$ cat src/awd_defs.svh
// offsets, field positions, reset values and timing counts of the window detector
//=============================================================
// Operation
// - compare every new result against limits
// - matching result sets window match flag
// - match flag readable for polling
// - limits held as writable high/low bytes
// - limit order selects inside or outside
// - low limit high byte at C7, reset zero
// - conversion lasts 16 SAR clocks, then compare
// - justify bit selects result word layout
`ifndef AWD_DEFS_SVH
`define AWD_DEFS_SVH
//=============================================================
// special-function addresses, page 0
`define AWD_ADDR_CTRL     8'hE8
`define AWD_ADDR_RES_LO   8'hBE
`define AWD_ADDR_RES_HI   8'hBF
`define AWD_ADDR_GT_LO    8'hC4
`define AWD_ADDR_GT_HI    8'hC5
`define AWD_ADDR_LT_LO    8'hC6
`define AWD_ADDR_LT_HI    8'hC7
`define AWD_SFR_PAGE      8'h00
//=============================================================
// control register fields and reset values
`define AWD_BIT_WMATCH    1
`define AWD_BIT_LJUST     0
`define AWD_CTRL_RST      8'h00
`define AWD_LIMIT_RST     8'h00
//=============================================================
// timing
`define AWD_CONV_SAR_CLKS 16
`endif

$ cat src/awd_pkg.sv
// types shared by the window detector files
`default_nettype none
package awd_pkg;
  // register bus request
  typedef struct packed {
    logic       wrEn;
    logic       rdEn;
    logic [7:0] page;
    logic [7:0] addr;
    logic [7:0] wdata;
  } awd_sfr_req_t;
  // conversion sequencer states
  typedef enum logic [1:0] {
    AWD_IDLE,
    AWD_CONV,
    AWD_DONE
  } awd_state_t;
endpackage : awd_pkg
`default_nettype wire

$ cat src/awd_conv_timer.sv
// counts SAR clock enables through one conversion
`timescale 1ns/1ps
`default_nettype none
`include "awd_defs.svh"
module awd_conv_timer #(
  parameter int CONV_CLKS = `AWD_CONV_SAR_CLKS
) (
  // clock and reset
  input  wire logic ref_clk,
  input  wire logic srst,
  // control
  input  wire logic start,
  input  wire logic sarTick,
  // status
  output logic      busy,
  output logic      done
);
  //=============================================================
  // counter
  logic [4:0] count_r; // sar clocks elapsed

  // busy runs until the last SAR clock of the conversion
  always_ff @(posedge ref_clk) begin
    if (srst) begin
      busy    <= 1'b0;
      done    <= 1'b0;
      count_r <= 5'h00;
    end else begin
      done <= 1'b0;
      if (start && !busy) begin
        busy    <= 1'b1;
        count_r <= 5'h00;
      end else if (busy && sarTick) begin
        if (count_r == 5'(CONV_CLKS - 1)) begin
          busy <= 1'b0;
          done <= 1'b1;
        end else begin
          count_r <= count_r + 5'h01;
        end
      end
    end
  end
endmodule : awd_conv_timer
`default_nettype wire

$ cat src/awd_window_detector.sv
// window detector: limit registers, result formatting and compare
`timescale 1ns/1ps
`default_nettype none
`include "awd_defs.svh"
module awd_window_detector #(
  parameter int SAR_DIV   = 8,
  parameter int CONV_CLKS = `AWD_CONV_SAR_CLKS
) (
  // clock and reset
  input  wire logic                  ref_clk,
  input  wire logic                  srst,
  // special-function bus
  input  wire awd_pkg::awd_sfr_req_t sfrReq,
  output logic [7:0]                 sfrRdata,
  // converter side
  input  wire logic                  convStart,
  input  wire logic [11:0]           convCode,
  input  wire logic                  convDiff,
  // status outputs
  output logic                       convBusy,
  output logic                       windowIrq
);
  //=============================================================
  // registers
  logic [7:0]  ctrl_r;        // converter_control_reg
  logic [7:0]  gtHi_r;        // window_high_limit_high_byte
  logic [7:0]  gtLo_r;        // window_high_limit_low_byte
  logic [7:0]  ltHi_r;        // window_low_limit_high_byte
  logic [7:0]  ltLo_r;        // window_low_limit_low_byte
  logic [15:0] result_r;      // formatted result word
  logic [7:0]  div_r;         // SAR clock divider
  logic        sarTick;       // one-cycle SAR enable
  logic        doneStb;       // conversion complete pulse
  logic        busyInt;       // conversion running
  logic [11:0] code_r;        // captured code
  logic        diff_r;        // captured polarity mode
  logic        cmpPend_r;     // result ready for compare
  logic        match;         // compare outcome
  logic        pageOk;        // bus on page 0

  assign pageOk = (sfrReq.page == `AWD_SFR_PAGE);

  function automatic logic [15:0] fmtWord(input logic [11:0] c, input logic d,
                                          input logic lj);
    if (lj) begin
      fmtWord = {c, 4'h0};
    end else begin
      fmtWord = {{4{d & c[11]}}, c};
    end
  endfunction

  // ordering in active sign format
  function automatic logic lessThan(input logic [15:0] a, input logic [15:0] b,
                                    input logic sgn);
    if (sgn) begin
      lessThan = $signed(a) < $signed(b);
    end else begin
      lessThan = a < b;
    end
  endfunction

  //=============================================================
  // SAR clock divider; plain counter, no gated clock
  always_ff @(posedge ref_clk) begin
    if (srst) begin
      div_r   <= 8'h00;
      sarTick <= 1'b0;
    end else if (div_r == 8'(SAR_DIV - 1)) begin
      div_r   <= 8'h00;
      sarTick <= 1'b1;
    end else begin
      div_r   <= div_r + 8'h01;
      sarTick <= 1'b0;
    end
  end

  // conversion sequencer
  awd_conv_timer #(
    .CONV_CLKS (CONV_CLKS)
  ) uTimer (
    .ref_clk (ref_clk),
    .srst    (srst),
    .start   (convStart),
    .sarTick (sarTick),
    .busy    (busyInt),
    .done    (doneStb)
  );

  //=============================================================
  // capture code at start; held through conversion
  always_ff @(posedge ref_clk) begin
    if (srst) begin
      code_r <= 12'h000;
      diff_r <= 1'b0;
    end else if (convStart && !busyInt) begin
      code_r <= convCode;
      diff_r <= convDiff;
    end
  end

  // result word and compare request
  always_ff @(posedge ref_clk) begin
    if (srst) begin
      result_r  <= 16'h0000;
      cmpPend_r <= 1'b0;
    end else begin
      cmpPend_r <= doneStb;
      if (doneStb) begin
        result_r <= fmtWord(code_r, diff_r, ctrl_r[`AWD_BIT_LJUST]);
      end
    end
  end

  //=============================================================
  // window compare
  always_comb begin
    logic [15:0] gtW;
    logic [15:0] ltW;
    gtW = {gtHi_r, gtLo_r};
    ltW = {ltHi_r, ltLo_r};
    // limit order picks inside or outside
    if (lessThan(gtW, ltW, diff_r)) begin
      match = lessThan(gtW, result_r, diff_r) && lessThan(result_r, ltW, diff_r);
    end else begin
      match = lessThan(result_r, ltW, diff_r) || lessThan(gtW, result_r, diff_r);
    end
  end

  //=============================================================
  // control register; set wins over a clearing write
  always_ff @(posedge ref_clk) begin
    if (srst) begin
      ctrl_r <= `AWD_CTRL_RST;
    end else begin
      if (sfrReq.wrEn && pageOk && sfrReq.addr == `AWD_ADDR_CTRL) begin
        // software clears flag by writing zero
        ctrl_r <= sfrReq.wdata;
      end
      if (cmpPend_r && match) begin
        ctrl_r[`AWD_BIT_WMATCH] <= 1'b1;
      end
    end
  end

  // limit bytes
  always_ff @(posedge ref_clk) begin
    if (srst) begin
      gtHi_r <= `AWD_LIMIT_RST;
      gtLo_r <= `AWD_LIMIT_RST;
      ltHi_r <= `AWD_LIMIT_RST;
      ltLo_r <= `AWD_LIMIT_RST;
    end else if (sfrReq.wrEn && pageOk) begin
      // low limit high byte at C7
      case (sfrReq.addr)
        `AWD_ADDR_GT_HI: gtHi_r <= sfrReq.wdata;
        `AWD_ADDR_GT_LO: gtLo_r <= sfrReq.wdata;
        `AWD_ADDR_LT_HI: ltHi_r <= sfrReq.wdata;
        `AWD_ADDR_LT_LO: ltLo_r <= sfrReq.wdata;
        default: ;
      endcase
    end
  end

  //=============================================================
  // read data, registered; unmapped reads zero
  always_ff @(posedge ref_clk) begin
    if (srst) begin
      sfrRdata <= 8'h00;
    end else if (sfrReq.rdEn && pageOk) begin
      case (sfrReq.addr)
        `AWD_ADDR_CTRL:   sfrRdata <= ctrl_r;
        `AWD_ADDR_RES_HI: sfrRdata <= result_r[15:8];
        `AWD_ADDR_RES_LO: sfrRdata <= result_r[7:0];
        `AWD_ADDR_GT_HI:  sfrRdata <= gtHi_r;
        `AWD_ADDR_GT_LO:  sfrRdata <= gtLo_r;
        `AWD_ADDR_LT_HI:  sfrRdata <= ltHi_r;
        `AWD_ADDR_LT_LO:  sfrRdata <= ltLo_r;
        default:          sfrRdata <= 8'h00;
      endcase
    end else begin
      sfrRdata <= 8'h00;
    end
  end

  // status outputs from flops
  always_ff @(posedge ref_clk) begin
    if (srst) begin
      convBusy  <= 1'b0;
      windowIrq <= 1'b0;
    end else begin
      convBusy  <= busyInt;
      windowIrq <= ctrl_r[`AWD_BIT_WMATCH];
    end
  end

  //=============================================================
  // checks
  // match sets flag
  flag_on_match_a: assert property (@(posedge ref_clk) disable iff (srst)
    cmpPend_r && match |=> ctrl_r[`AWD_BIT_WMATCH])
    else $error("match did not set flag");
  flag_sticky_a: assert property (@(posedge ref_clk) disable iff (srst)
    ctrl_r[`AWD_BIT_WMATCH] && !(sfrReq.wrEn && sfrReq.addr == `AWD_ADDR_CTRL)
    |=> ctrl_r[`AWD_BIT_WMATCH])
    else $error("flag cleared by hardware");
  compare_timing_a: assert property (@(posedge ref_clk) disable iff (srst)
    doneStb |=> cmpPend_r)
    else $error("compare missed after done");
  // polled flag follows into irq
  // the edge after a reset is skipped: the copy was cleared, not copied
  irq_follows_a: assert property (@(posedge ref_clk) disable iff (srst)
    !$past(srst) |-> windowIrq == $past(ctrl_r[`AWD_BIT_WMATCH]))
    else $error("irq does not track flag");
  // low limit high byte write lands
  lt_high_write_a: assert property (@(posedge ref_clk) disable iff (srst)
    sfrReq.wrEn && pageOk && sfrReq.addr == `AWD_ADDR_LT_HI |=> ltHi_r == $past(sfrReq.wdata))
    else $error("limit byte not written");
  left_justify_a: assert property (@(posedge ref_clk) disable iff (srst)
    doneStb && ctrl_r[`AWD_BIT_LJUST] |=> result_r[3:0] == 4'h0)
    else $error("left justify nibble not zero");
  no_false_match_a: assert property (@(posedge ref_clk) disable iff (srst)
    $rose(ctrl_r[`AWD_BIT_WMATCH]) |-> $past(cmpPend_r && match)
      || $past(sfrReq.wrEn && sfrReq.addr == `AWD_ADDR_CTRL))
    else $error("flag set without cause");
  // busy lasts eight ref_clk cycles at least
  busy_length_a: assert property (@(posedge ref_clk) disable iff (srst)
    $rose(busyInt) |-> busyInt[*8])
    else $error("conversion ended early");
endmodule : awd_window_detector
`default_nettype wire

$ cat config.mk
export PLATFORM = sky130hd
export DESIGN_NAME = awd_window_detector
export DESIGN_NICKNAME = d
export VERILOG_FILES = /design/src/awd_pkg.sv /design/src/awd_conv_timer.sv /design/src/awd_window_detector.sv
export VERILOG_INCLUDE_DIRS = /design/src
export SDC_FILE = /design/constraint.sdc
export NUM_CORES = 1
export LEC_CHECK = 0
export BUFFER_PORTS_ARGS = -buffer_cell sky130_fd_sc_hd__clkbuf_2
export CAP_MARGIN = 20
export CORE_UTILIZATION = 45
export CTS_BUF_LIST = sky130_fd_sc_hd__clkbuf_4 sky130_fd_sc_hd__clkbuf_8
export DETAILED_ROUTE_END_ITERATION = 16
export PLACE_DENSITY_LB_ADDON = 0.2
export SYNTH_ARGS = -nofsm -noshare
export SYNTH_HDL_FRONTEND = slang
export SYNTH_HIERARCHICAL = 1
export SYNTH_SLANG_ARGS = --single-unit
export TNS_END_PERCENT = 20
$ cat constraint.sdc
create_clock -name ref_clk -period 2.47 [get_ports ref_clk]
set_input_delay 0.247 -clock ref_clk [delete_from_list [all_inputs] [get_ports ref_clk]]
set_output_delay 0.247 -clock ref_clk [all_outputs]
set_load 0.02 [all_outputs]
== After elaboration in Yosys (flattened, before gate mapping) ==
Index checks and enable logic that the tools add are counted.
Widths: inputs -> output; s select.

* Input port bits: 42
* Word-level logic and storage cells: 79
* Output and inout bits: 10
* Register bits: 96

* Eq/ne operators: 9
* Mux-type cells: 17
* Bitwise gates (word level): 4
* Reduce and logical (&&, ||, !) cells: 23
* $add $sub $neg: 2
* $lt $le $gt $ge: 6

{| class="wikitable"
|+ Operators by type and width
! kind !! number
|-
| $lt 16x16->1 || 6
|-
| $eq 8x8->1 const B || 7
|-
| $pmux 8 s7 || 1
|-
| $mux 16 || 1
|-
| $mux 1 || 14
|-
| $reduce_and 2->1 || 6
|-
| $add 8x1->8 const B || 1
|-
| $eq 8x3->1 const B || 1
|-
| $logic_not 8->1 || 1
|-
| $logic_and 1x1->1 || 7
|-
| $reduce_bool 2->1 || 3
|-
| $reduce_or 2->1 || 3
|-
| $add 5x1->5 const B || 1
|-
| $eq 5x4->1 const B || 1
|-
| $not 1->1 || 3
|-
| $reduce_or 3->1 || 1
|-
| $mux 2 || 1
|-
| $and 1x1->1 || 1
|-
| $logic_not 1->1 || 1
|-
| $logic_or 1x1->1 || 1
|}

== Logic depth before layout (Yosys ltp) ==
* Depth in word-level cells: 7
* Depth in mapped cells: 9
* Depth with buffers taken out: 9

== Modules after synthesis ==
The synthesis kept the hierarchy.

{| class="wikitable"
|+ By module, submodules not included
! module !! times used !! area each (um^2) !! cells each
|-
| awd_window_detector || 1 || 4807.1 || 548
|-
| awd_conv_timer || 1 || 311.5 || 32
|}

== Least setup slack after synthesis ==
No wires, ideal clock.

* Kind: register to register
* Start point: register ltLo_r[6]
* End point: register ctrl_r[1]
* Buffers on the path: 0
* Library setup time: 0.112 ns
* Setup slack: 0.507 ns
* Period minus slack after synthesis: 1.963 ns
* Stages on the path, launching flop included: 10
* Arrival: 1.851 ns
* Path through: dfxtp_1 inv_1 ha_1 a41o_1 a21oi_1 o22ai_1 or4b_1 nand3_1 o32a_1 nand2_1

* Longest elaborated chain between the ends: 7
* Elaborated cells between the ends (all ways): 14

{| class="wikitable"
|+ Ends and longest elaborated chain
! what !! RTL line !! source
|-
| start, declared || awd_window_detector.sv:29 || <nowiki>logic [7:0] ltLo_r;</nowiki>
|-
| start signal, assigned || awd_window_detector.sv:151 || <nowiki>ltLo_r <= `AWD_LIMIT_RST;</nowiki>
|-
| start signal, assigned || awd_window_detector.sv:158 || <nowiki>`AWD_ADDR_LT_LO: ltLo_r <= sfrReq.wdata;</nowiki>
|-
| $lt 16x16->1 (on tied branches) || awd_window_detector.sv:58, awd_window_detector.sv:56 ||
|-
| $mux 1 || awd_window_detector.sv:55 || <nowiki>if (sgn) begin</nowiki>
|-
| $mux 1 || awd_window_detector.sv:122 || <nowiki>if (lessThan(gtW, ltW, diff_r)) begin</nowiki>
|-
| $logic_or 1x1->1 / $logic_and 1x1->1 (equally long branches) || awd_window_detector.sv:125, awd_window_detector.sv:123 ||
|-
| $mux 1 * || awd_window_detector.sv:122 ||
|-
| $logic_and 1x1->1 * || awd_window_detector.sv:139 || <nowiki>if (cmpPend_r && match) begin</nowiki>
|-
| $mux 1 / $reduce_bool 2->1 (equally long branches) || -- ||
|-
| end signal, assigned || awd_window_detector.sv:133 || <nowiki>ctrl_r <= `AWD_CTRL_RST;</nowiki>
|-
| end signal, assigned || awd_window_detector.sv:137 || <nowiki>ctrl_r <= sfrReq.wdata;</nowiki>
|-
| end, declared || awd_window_detector.sv:25 || <nowiki>logic [7:0] ctrl_r;</nowiki>
|}

Mark *: on every way between the ends. The rest lies on a longest branch, timed or not. The select of a mux whose other input is x is not followed.
A chain may end at the register's enable or synchronous reset.

== Worst setup path in the final report ==
Ends and elaborated chain as after synthesis.

==> results.ini <==
[routing]
initialDrtViolationCount=207
drcViolationCount=0
drt.antenna.violating_nets=0
route.detailed.vias_per_inst=5.53
vias=4327
post_drt_wl_per_cell_um=16.7
routed_wl_mm=13.0
dr.pass1.iters=5

[synth]
simple_gate_share_of_the_synthesized_area_pct=19.7
yosys_synthesis_warning_count=6
seq_area_frac_synth_pct=37.5
netlist_instances=580
number_of_nets_produced_by_synthesis=670
synth_adder_area_share_pct=11.7
synth_top_family_by_area=simple AND/OR/NAND/NOR gates
ys_types=52
synth-seq-cells=96
yosysTopAreaCellShare_pct=37.5
synth_area_in_xor_xnor_pct=1.54
synth_area_leader_cell=dfxtp_1
number_of_enable_flip_flop_cells_after_synthesis=0
post_synth_instance_area_mm2=0.00512
synth_compound_area_share_pct=13.6
ys_top_cells_by_area=dfxtp_1 38%, ha_1 12%, mux2i_1 10%, nor2_1 6.7%, a21oi_1 4.2%
post-synth-top-count-cell=dfxtp_1
most_numerous_cell_types_in_the_synthesized_netlist=96 x dfxtp_1, 91 x nor2_1, 51 x mux2i_1
syn_avg_cell_area_um2=8.83
yosys-mux-area-fraction_pct=11.3
postSynth.asyncResetShare_pct=0
yosys_most_used_dff=dfxtp_1

[critical_path]
required_ps=2760
r2r_cells=9
timing.rr.end=ctrl_r[1]
reg2reg_setup_slack_ps=260
timing.critical_path.slowest_cell_delay_ps=540
crit_fanout=3
critical_path_buf_inv_count=1
crit_path_end=ctrl_r[1]
highest_delay_cell_along_the_critical_path=or4b_1
setup.worst_path.start_class=register
timing.critical_path.from=ltLo_r[6]
criticalPathCategory=register to register
cp_top_family=compound AO/OA/AOI/OAI gates
critical_path_depth=9
timing.critical_path.to_type=register
critical_path_at_ps=2500
critical_path.reg2reg.startpoint=ltLo_r[6]
critical_path.cell_chain=inv_1, ha_1, a41o_1, a21oi_1, o22ai_1, or4b_1, nand3_1, o32a_1, nand2_1

[sta]
tightestPinTransition_ps=752
worst_hold_slack_ps=62.8
slew_viol_final=0
finalHoldViolCount=0
layout_min_cycle_time_ps=2210
report.final.setup_viol=0
post-route-period-util_pct=89.4
maxClockFrequency_mhz=453
skew_ps=12.1
timing.setup.tns_ps=0
rsz0062_at_grt=false
maxSlewHeadroom_pct=49.8

[clock_tree]
postCtsSetupRepairBufs=0
cts_tree=yes
clock_tree.root_cell=clkbuf_8
ctsLongestPathBuffers=2
cts_made_buffers=9
clkTransAtPathRegs_ps=100
post_cts_resize_count=0
cts.sinks=96
cts_hold_repair.buffers=0
insertion_delay_to_the_later_sink_of_the_worst_skew_pair_ps=390
htree_levels=3

[outcome]
outcome=finished, final reports clean

[pwr]
vdd.ir_drop.worst_mv=0.338
leakage_nw=2.41
power_density_normalized_to_cell_area_mw_per_mm2=517
totalPowerFinal_mw=3.02

[global_routing]
grt_max_degree=54
grt-ovfl-total=0
grt_pass1_vias=4136
groute.usage.overall_pct=23.7
initial_antenna_violation_count=0
grt_first_pass_wirelength_mm=21.1

[floorplanning]
rows=38
die_outline_width_um=109
dieArea_mm2=0.0118
ios=52
coreArea_mm2=0.0110
start_util_pct=46.6
chipHeight_um=109

[cells_and_area]
area_growth_syn_to_layout_pct=14.2
antenna-diode-count=0
layout.nets=727
drive_gt1_share_pct=15.9

[place]
hpwl_mm=9.94
placement.io_buffers=51
globalplace.congestion=0.916

[run]
drv_cap=0

[min_path]
kind_of_path_behind_the_tightest_hold_check=primary input to register

[cell type report]
class / count / area (um^2)
Clock buffer: 9 / 124
Sequential cell: 96 / 1920
Fill cell: 1007 / 5140
Tap cell: 140 / 175
Timing Repair Buffer: 68 / 393
Clock inverter: 7 / 126
Inverter: 37 / 139
Multi-Input combinational cell: 425 / 2960
[sequential cells by signal, indices dropped and copies added, names as in the netlist]
| register | count |
|---|---|
| result_r | 16 |
| code_r | 12 |
| ctrl_r | 8 |
| div_r | 8 |
| gtHi_r | 8 |
| gtLo_r | 8 |
| ltHi_r | 8 |
| ltLo_r | 8 |
| sfrRdata | 8 |
| uTimer/count_r | 5 |
| cmpPend_r | 1 |
| convBusy | 1 |
| diff_r | 1 |
| sarTick | 1 |
| uTimer/busy | 1 |
| uTimer/done | 1 |
| windowIrq | 1 |
[routing by layer]
metal | share of wire (%) | vias up | GRT usage, %
met5 | 0 | - | 0
met4 | 1.9 | 0 | 9.85
met1 | 47 | 2024 | 31.2
li1 | - | 2163 | -
met3 | 5.5 | 18 | 4.30
met2 | 46 | 122 | 38.1
[layout by cell type, fill, tap and decap left out, drive strengths merged, types with 2 or more instances in the layout]
cell,count
o211ai,2
ha,48
a21o,5
o21ai,6
a22oi,13
a211oi,13
or4,2
a211o,2
xnor2,2
mux2,4
nand2,41
or3,2
inv,39
nor2b,12
nand4,7
xor2,7
clkbuf,61
or2,5
a2bb2oi,3
and4,2
dfxtp,96
a31oi,2
a21oi,43
a2111oi,3
mux2i,51
buf,16
nor2,92
a221oi,6
nor3,10
nand3,13
bufinv,3
nand3b,2
and3,6
nand2b,8
[metrics by stage]
stage | utilization, % | instances | cell area (um^2) | worst slack [ps]
floorplan | - | 580 | 5120 | 507
global placement | 50.9 | 765 | 5590 | 336
detailed placement | 50.9 | 765 | 5590 | 280
CTS | 53.2 | 781 | 5840 | 269
global route | 53.2 | 782 | 5840 | 140
finish | 53.2 | 782 | 5840 | 261
[logic make-up (layout without fill, tap and decap cells)]
logic type / count (synthesis) / in the layout
buffers and inverters: 59 / 121
xor gates and xnor gates: 9 / 9
muxes: 56 / 56
AOI/OAI and AO/OA: 106 / 106
and+or+nand+nor: 206 / 206
DFF: 96 / 96
adders and majority gates: 48 / 48
[worst min-delay path by stage]
stage,startpoint,cells past startpoint,slack [ps],endpoint
2_1_floorplan,srst,1,320,uTimer/done
3_3_place_gp,div_r[0],1,430,div_r[0]
3_5_place_dp,div_r[0],1,430,div_r[0]
4_1_cts,convCode[8],3,60,code_r[8]
5_1_grt,convCode[4],3,80,code_r[4]
6_report,convDiff,3,60,diff_r
[worst reg2reg max path, delay by kind of cell, from the launching register on]
| kind | cells | cell delay (ps) |
|---|---|---|
| AOI/OAI and AO/OA | 4 | 700 |
| DFF | 1 | 350 |
| and+or+nand+nor | 3 | 700 |
| adders and majority gates | 1 | 300 |
| buffers and inverters | 1 | 70 |
[report_power, final]
group | leakage (nW) | switching, mW | internal (mW)
clock | 0.122 | 0.607 | 0.684
combinational | 1.51 | 0.0916 | 0.0560
sequential | 0.776 | 0.0178 | 1.56
No activity file was read; power rests on OpenSTA's default activity.
